--- src/rtl/intc_defines.svh ---
// Summary of operation
// - each source is low or high; high preempts low, high is never preempted.
// - reset clears the level-select and enable-two register bits to zero; upper level selects and basic enables are inputs.
// - simultaneous requests: high level first, then smaller order number wins.
// - requests sampled and decoded every cycle; one detect cycle before the call.
// - pending at return-from-interrupt: one more instruction runs before the call.
// - worst response 18 cycles: detect, return, divide, long call.
// - no dispatch while a flash program or erase stalls the core.
// - equal or lower level waits for return plus one instruction.
// - converter done vectors to 0x007B, order 15, enable bit 1.
// - four software sources, orders 16 to 19, vectors 0x0083 to 0x009B.
// - order 20 has no source; crystal ready is order 21 at 0x00AB.
// - level-select bits 5..0 pick high level for the six basic sources.
// - enable bit7 crystal ready, bits 5..2 software 3..0, bit1 converter.
`ifndef INTC_DEFINES_SVH
`define INTC_DEFINES_SVH
`define LEVEL_SELECT_ADDR 8'hB8
`define SOURCE_ENABLE_TWO_ADDR 8'hE7
`define LEVEL_SELECT_RESET 8'h00
`define SOURCE_ENABLE_TWO_RESET 8'h00
`define LEVEL_SELECT_MASK 8'h3F
`define SOURCE_ENABLE_TWO_MASK 8'hBE
`define EN_CONVERTER_BIT 1
`define EN_SOFT0_BIT 2
`define EN_CRYSTAL_BIT 7
`define ORDER_CONVERTER 5'd15
`define ORDER_SOFT0 5'd16
`define ORDER_UNUSED 5'd20
`define ORDER_CRYSTAL 5'd21
`define NUM_SOURCES 22
`define NUM_BASIC_LEVELS 6
`define VECTOR_BASE 16'h0003
`define VECTOR_STRIDE_SHIFT 3
`define DETECT_CYCLES 1
`define LONG_CALL_CYCLES 4
`define RETURN_CYCLES 5
`define DIVIDE_CYCLES 8
`endif

--- src/rtl/intc_pkg.sv ---
package intc_pkg;
    typedef logic [21:0] source_vec_type;
    typedef logic [4:0] order_type;
    typedef logic [15:0] vector_type;
    typedef enum logic [1:0] {
        st_run = 2'b00,
        st_after_return = 2'b01,
        st_flash_stall = 2'b10
    } dispatch_state_type;
endpackage

--- src/rtl/two_level_interrupt_priority.sv ---
`timescale 1ns/1ps
`include "intc_defines.svh"
module two_level_interrupt_priority (
    input wire logic clock,
    input wire logic nrst,
    input wire logic [7:0] sfr_addr,
    input wire logic sfr_write,
    input wire logic sfr_read,
    input wire logic [7:0] sfr_wdata,
    output logic [7:0] sfr_rdata,
    input wire logic [14:0] basic_pending,
    input wire logic [14:0] basic_enable,
    input wire logic [15:0] upper_level_select,
    input wire logic converter_done_pending,
    input wire logic [3:0] soft_pending,
    input wire logic crystal_valid_flag,
    input wire logic flash_busy,
    input wire logic instr_done,
    input wire logic reti_done,
    input wire logic irq_ack,
    output logic irq_request,
    output intc_pkg::vector_type irq_vector,
    output logic irq_high_level,
    output logic low_in_service,
    output logic high_in_service
);
    import intc_pkg::*;

    logic [7:0] level_select_q;
    logic [7:0] source_enable_two_q;
    logic [7:0] rdata_q;
    source_vec_type requests;
    source_vec_type high_level;
    logic arb_valid;
    order_type arb_order;
    logic arb_high;
    logic winner_valid_q;
    logic winner_high_q;
    logic low_active_q;
    logic high_active_q;
    dispatch_state_type state_q;
    dispatch_state_type state_d;
    logic may_preempt;
    vector_type vector_q;
    logic level_select_wr;
    logic enable_two_wr;
    logic dispatch_open;

    // vector address is base plus eight bytes per order number
    function automatic vector_type order_to_vector(input order_type ord);
        return `VECTOR_BASE + (vector_type'(ord) << `VECTOR_STRIDE_SHIFT);
    endfunction

    // write decode; unmapped addresses are simply ignored
    assign level_select_wr = sfr_write && (sfr_addr == `LEVEL_SELECT_ADDR);
    assign enable_two_wr = sfr_write && (sfr_addr == `SOURCE_ENABLE_TWO_ADDR);

    // level select; bits 7:6 forced to zero so they always read zero
    always_ff @(posedge clock or negedge nrst) begin
        if (!nrst) begin
            level_select_q <= `LEVEL_SELECT_RESET;
        end else if (level_select_wr) begin
            level_select_q <= sfr_wdata & `LEVEL_SELECT_MASK;
        end
    end

    // enable two; bit6 and bit0 dropped whatever software writes there
    always_ff @(posedge clock or negedge nrst) begin
        if (!nrst) begin
            source_enable_two_q <= `SOURCE_ENABLE_TWO_RESET;
        end else if (enable_two_wr) begin
            source_enable_two_q <= sfr_wdata & `SOURCE_ENABLE_TWO_MASK;
        end
    end

    // registered read port, one cycle after the read strobe
    always_ff @(posedge clock or negedge nrst) begin
        if (!nrst) begin
            rdata_q <= 8'h00;
        end else if (sfr_read) begin
            case (sfr_addr)
                `LEVEL_SELECT_ADDR: rdata_q <= level_select_q;
                `SOURCE_ENABLE_TWO_ADDR: rdata_q <= source_enable_two_q;
                default: rdata_q <= 8'h00;
            endcase
        end
    end

    assign sfr_rdata = rdata_q;

    // gate each pending flag with its enable
    always_comb begin
        requests = '0;
        requests[14:0] = basic_pending & basic_enable;
        requests[`ORDER_CONVERTER] = converter_done_pending
            & source_enable_two_q[`EN_CONVERTER_BIT];
        for (int i = 0; i < 4; i++) begin
            requests[`ORDER_SOFT0 + i] = soft_pending[i]
                & source_enable_two_q[`EN_SOFT0_BIT + i];
        end
        // order 20 has no source; its slot stays empty so it can never win
        requests[`ORDER_UNUSED] = 1'b0;
        requests[`ORDER_CRYSTAL] = crystal_valid_flag
            & source_enable_two_q[`EN_CRYSTAL_BIT];
    end

    // basic six from the level register, the rest from outside
    always_comb begin
        high_level = '0;
        high_level[`NUM_BASIC_LEVELS-1:0] = level_select_q[`NUM_BASIC_LEVELS-1:0];
        high_level[`NUM_SOURCES-1:`NUM_BASIC_LEVELS] = upper_level_select;
    end

    // ranking is pure logic; its result is registered in the detect stage below
    level_arbiter arbiter (
        .requests(requests),
        .high_level(high_level),
        .winner_valid(arb_valid),
        .winner_order(arb_order),
        .winner_high(arb_high)
    );

    // detect stage: winner captured every cycle, costing one cycle of latency
    always_ff @(posedge clock or negedge nrst) begin
        if (!nrst) begin
            winner_valid_q <= 1'b0;
            winner_high_q <= 1'b0;
            vector_q <= 16'h0000;
        end else begin
            winner_valid_q <= arb_valid;
            winner_high_q <= arb_high;
            vector_q <= order_to_vector(arb_order);
        end
    end

    // level in service; return clears the most recent, which is high if set
    always_ff @(posedge clock or negedge nrst) begin
        if (!nrst) begin
            low_active_q <= 1'b0;
            high_active_q <= 1'b0;
        end else begin
            if (reti_done) begin
                if (high_active_q) begin
                    high_active_q <= 1'b0;
                end else begin
                    low_active_q <= 1'b0;
                end
            end else if (irq_ack && irq_request) begin
                // the call is taken: the captured winner's level enters service
                if (winner_high_q) begin
                    high_active_q <= 1'b1;
                end else begin
                    low_active_q <= 1'b1;
                end
            end
        end
    end

    // dispatch gating: return hold and flash stall
    always_comb begin
        state_d = state_q;
        case (state_q)
            st_run: begin
                if (flash_busy) begin
                    state_d = st_flash_stall;
                end else if (reti_done) begin
                    state_d = st_after_return;
                end
            end
            st_after_return: begin
                // one whole instruction must retire before the next call
                if (flash_busy) begin
                    state_d = st_flash_stall;
                end else if (reti_done) begin
                    // a further return restarts the wait instead of counting as the instruction
                    state_d = st_after_return;
                end else if (instr_done) begin
                    state_d = st_run;
                end
            end
            st_flash_stall: begin
                if (!flash_busy && reti_done) begin
                    // a return in the first free cycle still owes one instruction
                    state_d = st_after_return;
                end else if (!flash_busy) begin
                    state_d = st_run;
                end
            end
            default: state_d = st_run;
        endcase
    end

    // dispatch state register
    always_ff @(posedge clock or negedge nrst) begin
        if (!nrst) begin
            state_q <= st_run;
        end else begin
            state_q <= state_d;
        end
    end

    // high may enter over low; nothing enters over high or an equal level
    always_comb begin
        if (winner_high_q) begin
            may_preempt = !high_active_q;
        end else begin
            may_preempt = !high_active_q && !low_active_q;
        end
    end

    // flash_busy also checked directly so a stall blocks in its first cycle,
    // and the return cycle is closed before the hold state is entered
    assign dispatch_open = (state_q == st_run) && !flash_busy && !reti_done;

    // the only combinational output; vector and level come straight from flops
    assign irq_request = winner_valid_q && may_preempt && dispatch_open;
    assign irq_vector = vector_q;
    assign irq_high_level = winner_high_q;
    assign low_in_service = low_active_q;
    assign high_in_service = high_active_q;
endmodule

--- src/rtl/level_arbiter.sv ---
`timescale 1ns/1ps
`include "intc_defines.svh"
module level_arbiter (
    input wire intc_pkg::source_vec_type requests,
    input wire intc_pkg::source_vec_type high_level,
    output logic winner_valid,
    output intc_pkg::order_type winner_order,
    output logic winner_high
);
    import intc_pkg::*;

    // lowest set bit wins, used once per level
    function automatic order_type first_set(input source_vec_type v);
        order_type r;
        r = 5'd0;
        for (int i = `NUM_SOURCES - 1; i >= 0; i--) begin
            if (v[i]) begin
                r = order_type'(i);
            end
        end
        return r;
    endfunction

    source_vec_type high_req;

    // high level first, fixed order inside a level
    always_comb begin
        high_req = requests & high_level;
        winner_valid = |requests;
        winner_high = |high_req;
        if (|high_req) begin
            winner_order = first_set(high_req);
        end else begin
            winner_order = first_set(requests);
        end
    end
endmodule

--- config.mk ---
export PLATFORM = sky130hd
export DESIGN_NAME = two_level_interrupt_priority
export DESIGN_NICKNAME = d
export VERILOG_FILES = /design/src/rtl/intc_pkg.sv /design/src/rtl/two_level_interrupt_priority.sv /design/src/rtl/level_arbiter.sv
export VERILOG_INCLUDE_DIRS = /design/src /design/src/rtl
export SDC_FILE = /design/constraint.sdc
export NUM_CORES = 1
export LEC_CHECK = 0
export BUFFER_PORTS_ARGS = -buffer_cell sky130_fd_sc_hd__buf_2
export CORE_MARGIN = 2
export CORE_UTILIZATION = 30
export DETAILED_ROUTE_END_ITERATION = 8
export GPL_ROUTABILITY_DRIVEN = 1
export SLEW_MARGIN = 20
export SYNTH_ARGS = -nofsm -noshare
export SYNTH_HDL_FRONTEND = slang
export SYNTH_HIERARCHICAL = 1
export SYNTH_SLANG_ARGS = --single-unit
--- constraint.sdc ---
create_clock -name clock -period 2.3 [get_ports clock]
set_clock_uncertainty 0.15 [all_clocks]
set_input_delay 0.23 -clock clock [delete_from_list [all_inputs] [get_ports clock]]
set_output_delay 0.23 -clock clock [all_outputs]
set_load 0.05 [all_outputs]
==> qor.json <==
{
  "critical_path": {
    "critPathKind": "input pin to primary output",
    "worstPathArrival_ps": 1800,
    "endpoint_kind": "primary output",
    "crit_path_max_fanout": 3,
    "critical_path.startpoint_type": "input pin",
    "timing.critical_path.required_ps": 1920
  },
  "routing": {
    "initialDrtViolationCount": 78,
    "postRouteWirelength_microns": 5650,
    "drt_pre_antenna_iters": 4,
    "vias": 2039,
    "post_drt_via_cell_ratio": 4.74,
    "drtAntennaViolNets": 0,
    "drc": 0,
    "avgRoutedWirePerCell_microns": 13.1
  },
  "synthesis": {
    "synth_top_area_share_pct": 36.5,
    "number_of_flops_mapped_to_enable_cells_by_yosys": 0,
    "ys_dominant_reg_cell": "sky130_fd_sc_hd__dfrtp_1",
    "synth.avg_cell_area_sq_um": 9.25,
    "synth.largest_area_cell": "sky130_fd_sc_hd__dfrtp_1",
    "ys_top_cells_by_area": "sky130_fd_sc_hd__dfrtp_1 (36%), sky130_fd_sc_hd__and2_1 (6.2%), sky130_fd_sc_hd__nand2_1 (4.6%)",
    "synth.yosys.seq_area_share_pct": 36.5,
    "yosysWarningCount": 6,
    "post_syn_instances": 230,
    "post_synthesis_register_bit_count": 31,
    "ys_types": 52,
    "syn-cell-area_sq_um": 2130,
    "async_reset_ff_share_pct": 100
  },
  "sta": {
    "worst-slew-pin-transition_ps": 688,
    "clock.fmax_mhz": 460,
    "final-setup-viol-count": 0,
    "hold_violations": 0,
    "finalMaxSlewViolations": 0,
    "fin_worst_hold_slack_ps": 37.4,
    "timing.slew.headroom_pct": 54.2,
    "setup_total_negative_slack_ps": 0,
    "post-route-min-period_ps": 2180,
    "grt_setup_unrepaired": "false",
    "layout_worst_path_cycle_share_pct": 94.6
  },
  "floorplanning": {
    "floorplan.die_area_sq_um": 7780,
    "fp.dieH_microns": 88.2,
    "die_x_microns": 88.2,
    "start_util_pct": 31.1,
    "floorplan.rows": 30,
    "coreArea_sq_um": 6830,
    "ios": 104
  },
  "placed_design": {
    "hpwlAfterDp_microns": 4740,
    "numPortBuffers": 92,
    "gpl.final_weighted_congestion": 0.846
  },
  "final_layout": {
    "num-nets-final": 409,
    "most-common-layout-cells": "sky130_fd_sc_hd__buf_2 (92), sky130_fd_sc_hd__dfrtp_1 (31), sky130_fd_sc_hd__nand2_1 (26), sky130_fd_sc_hd__and2_1 (21)",
    "final-seq-area_sq_um": 776,
    "drive_gt1_share_pct": 38.3,
    "multiInputGateArea_sq_um": 1240,
    "layout_commonest_cell": "sky130_fd_sc_hd__buf_2",
    "n_fill_cell": 739,
    "num_antenna_cells": 0,
    "syn_to_final_growth_pct": 30.7
  },
  "global_routing": {
    "grt_start_max_net_pins": 32,
    "global_route.overflow_total": 0,
    "track_usage_pct": 14.6,
    "vias_in_the_first_global_route": 1908,
    "antenna_found_initial": 0,
    "grt_first_pass_wirelength_microns": 8710
  },
  "pwr": {
    "share_clk_of_total_power_pct": 29.4,
    "net_switching_mw": 0.449,
    "maximum_vdd_drop_mv": 0.199,
    "power.leakage_nw": 1.31,
    "pwrdens_nw_per_um2": 493,
    "fin_total_pwr_mw": 1.37,
    "switching_share_pct": 32.8,
    "internal-power_mw": 0.921,
    "comb_power_share_pct": 27.4,
    "sequentialPowerShare_pct": 43.2
  },
  "worst_hold_path": {
    "hold_path_class": "input pin to flop"
  },
  "clock_network": {
    "tritoncts": "built",
    "cts_buffer_depth": 2,
    "cts_made_buffers": 5,
    "cts_setup_buffers": 0,
    "clk_latency_ps": 270,
    "cts-root-buf": "sky130_fd_sc_hd__clkbuf_8",
    "numClockSinks": 31,
    "htree_levels": 2,
    "cts.reportedPaths.clkPinSlew_ps": 60
  },
  "run_status": {
    "outcome": "complete, no violations"
  },
  "run": {
    "maximum_capacitance_violations": 0
  }
}
==> metrics by stage <==
step           area (sq um)  util, %  std cells  setup WS (ps)
2_1_floorplan          2180        -        243           26.6
3_3_place_gp           2670     39.0        419            328
3_5_place_dp           2670     39.0        419            315
4_1_cts                2780     40.7        430            118
5_1_grt                2780     40.7        430           13.1
6_report               2780     40.7        430            125
==> worst max-delay path, cell delays in order <==
cell                            delay, ps
sky130_fd_sc_hd__dlygate4sd3_1        530
sky130_fd_sc_hd__buf_2                130
sky130_fd_sc_hd__nor4_1               310
sky130_fd_sc_hd__nand2_1              130
sky130_fd_sc_hd__nor3_1               180
sky130_fd_sc_hd__buf_2                290
==> cell usage after synthesis, types with 2 or more instances <==
master / count
sky130_fd_sc_hd__o21ai_0: 4
sky130_fd_sc_hd__a211oi_1: 3
sky130_fd_sc_hd__nand2_1: 26
sky130_fd_sc_hd__o21ai_1: 2
sky130_fd_sc_hd__nand3_1: 8
sky130_fd_sc_hd__nor4_1: 5
sky130_fd_sc_hd__a22oi_2: 4
sky130_fd_sc_hd__mux2_2: 6
sky130_fd_sc_hd__nor2_1: 10
sky130_fd_sc_hd__a222oi_1: 2
sky130_fd_sc_hd__o22ai_1: 7
sky130_fd_sc_hd__o31ai_1: 3
sky130_fd_sc_hd__nand4_1: 2
sky130_fd_sc_hd__a22oi_1: 9
sky130_fd_sc_hd__a21oi_1: 11
sky130_fd_sc_hd__inv_1: 15
sky130_fd_sc_hd__nor2b_1: 4
sky130_fd_sc_hd__o211ai_1: 2
sky130_fd_sc_hd__and2_1: 21
sky130_fd_sc_hd__dfrtp_1: 31
sky130_fd_sc_hd__nor4_4: 2
sky130_fd_sc_hd__a32o_1: 2
sky130_fd_sc_hd__a31oi_1: 2
sky130_fd_sc_hd__conb_1: 2
sky130_fd_sc_hd__nor3_1: 3
sky130_fd_sc_hd__mux2_4: 6
sky130_fd_sc_hd__a22o_1: 3
sky130_fd_sc_hd__buf_4: 11
==> kinds of logic (layout without fill, tap and decap cells) <==
logic type	after synthesis	after routing	synth area share, %
and+or+nand+nor	94	94	26.6
AOI/OAI and AO/OA	62	62	21.5
DFF	31	31	36.5
buffers and inverters	29	120	7.65
muxes	12	12	7.41
other	2	15	0.353
==> worst paths after layout <==
kind | from | end | slack, ps | depth (start not counted)
worst max register to register | source_enable_two_q[4] | irq_vector[6] | 400 | 6
worst min register to register | state_q[1] | state_q[0] | 340 | 1
worst min-delay path | sfr_wdata[7] | source_enable_two_q[7] | 40 | 2
max in group asynchronous | nrst | source_enable_two_q[1] | 1170 | 2
min in group asynchronous | nrst | irq_high_level | 390 | 2
worst max-delay path | flash_busy | irq_request | 120 | 6
==> flip-flops by register name (all words and copies together), names as in the netlist <==
signal / cells
sfr_rdata: 7
irq_vector: 6
level_select_q: 6
source_enable_two_q: 6
state_q: 2
high_in_service: 1
irq_high_level: 1
low_in_service: 1
winner_valid_q: 1
==> cell type report <==
type,instances,area share [%]
Tap cell,96,4.32
Timing Repair Buffer,97,18.2
Clock inverter,2,0.450
Clock buffer,6,2.61
Multi-Input combinational cell,183,44.5
Sequential cell,31,27.9
Inverter,15,2.03
==> power groups by stage <==
stage,Clock (mW),Sequential [mW],Combinational (mW)
after floorplan,0,0.652,0.204
after global placement,0,0.601,0.373
after detailed placement,0,0.602,0.374
after CTS,0.421,0.592,0.379
after global routing,0.452,0.596,0.412
final,0.403,0.592,0.376
==> metal layers <==
layer	track usage [%]	share of wire, %	vias to the layer above
met5	0	0	-
met4	2.75	0.34	0
met3	3.11	6.0	2
met2	25.5	50	67
met1	18.6	44	942
li1	-	-	1028
==> timing repair <==
action,CTS,global route
endpoints found under the hold margin,33,0
hold buffers,3,0
gates resized for setup,0,0
No activity file was read; power rests on OpenSTA's default activity.
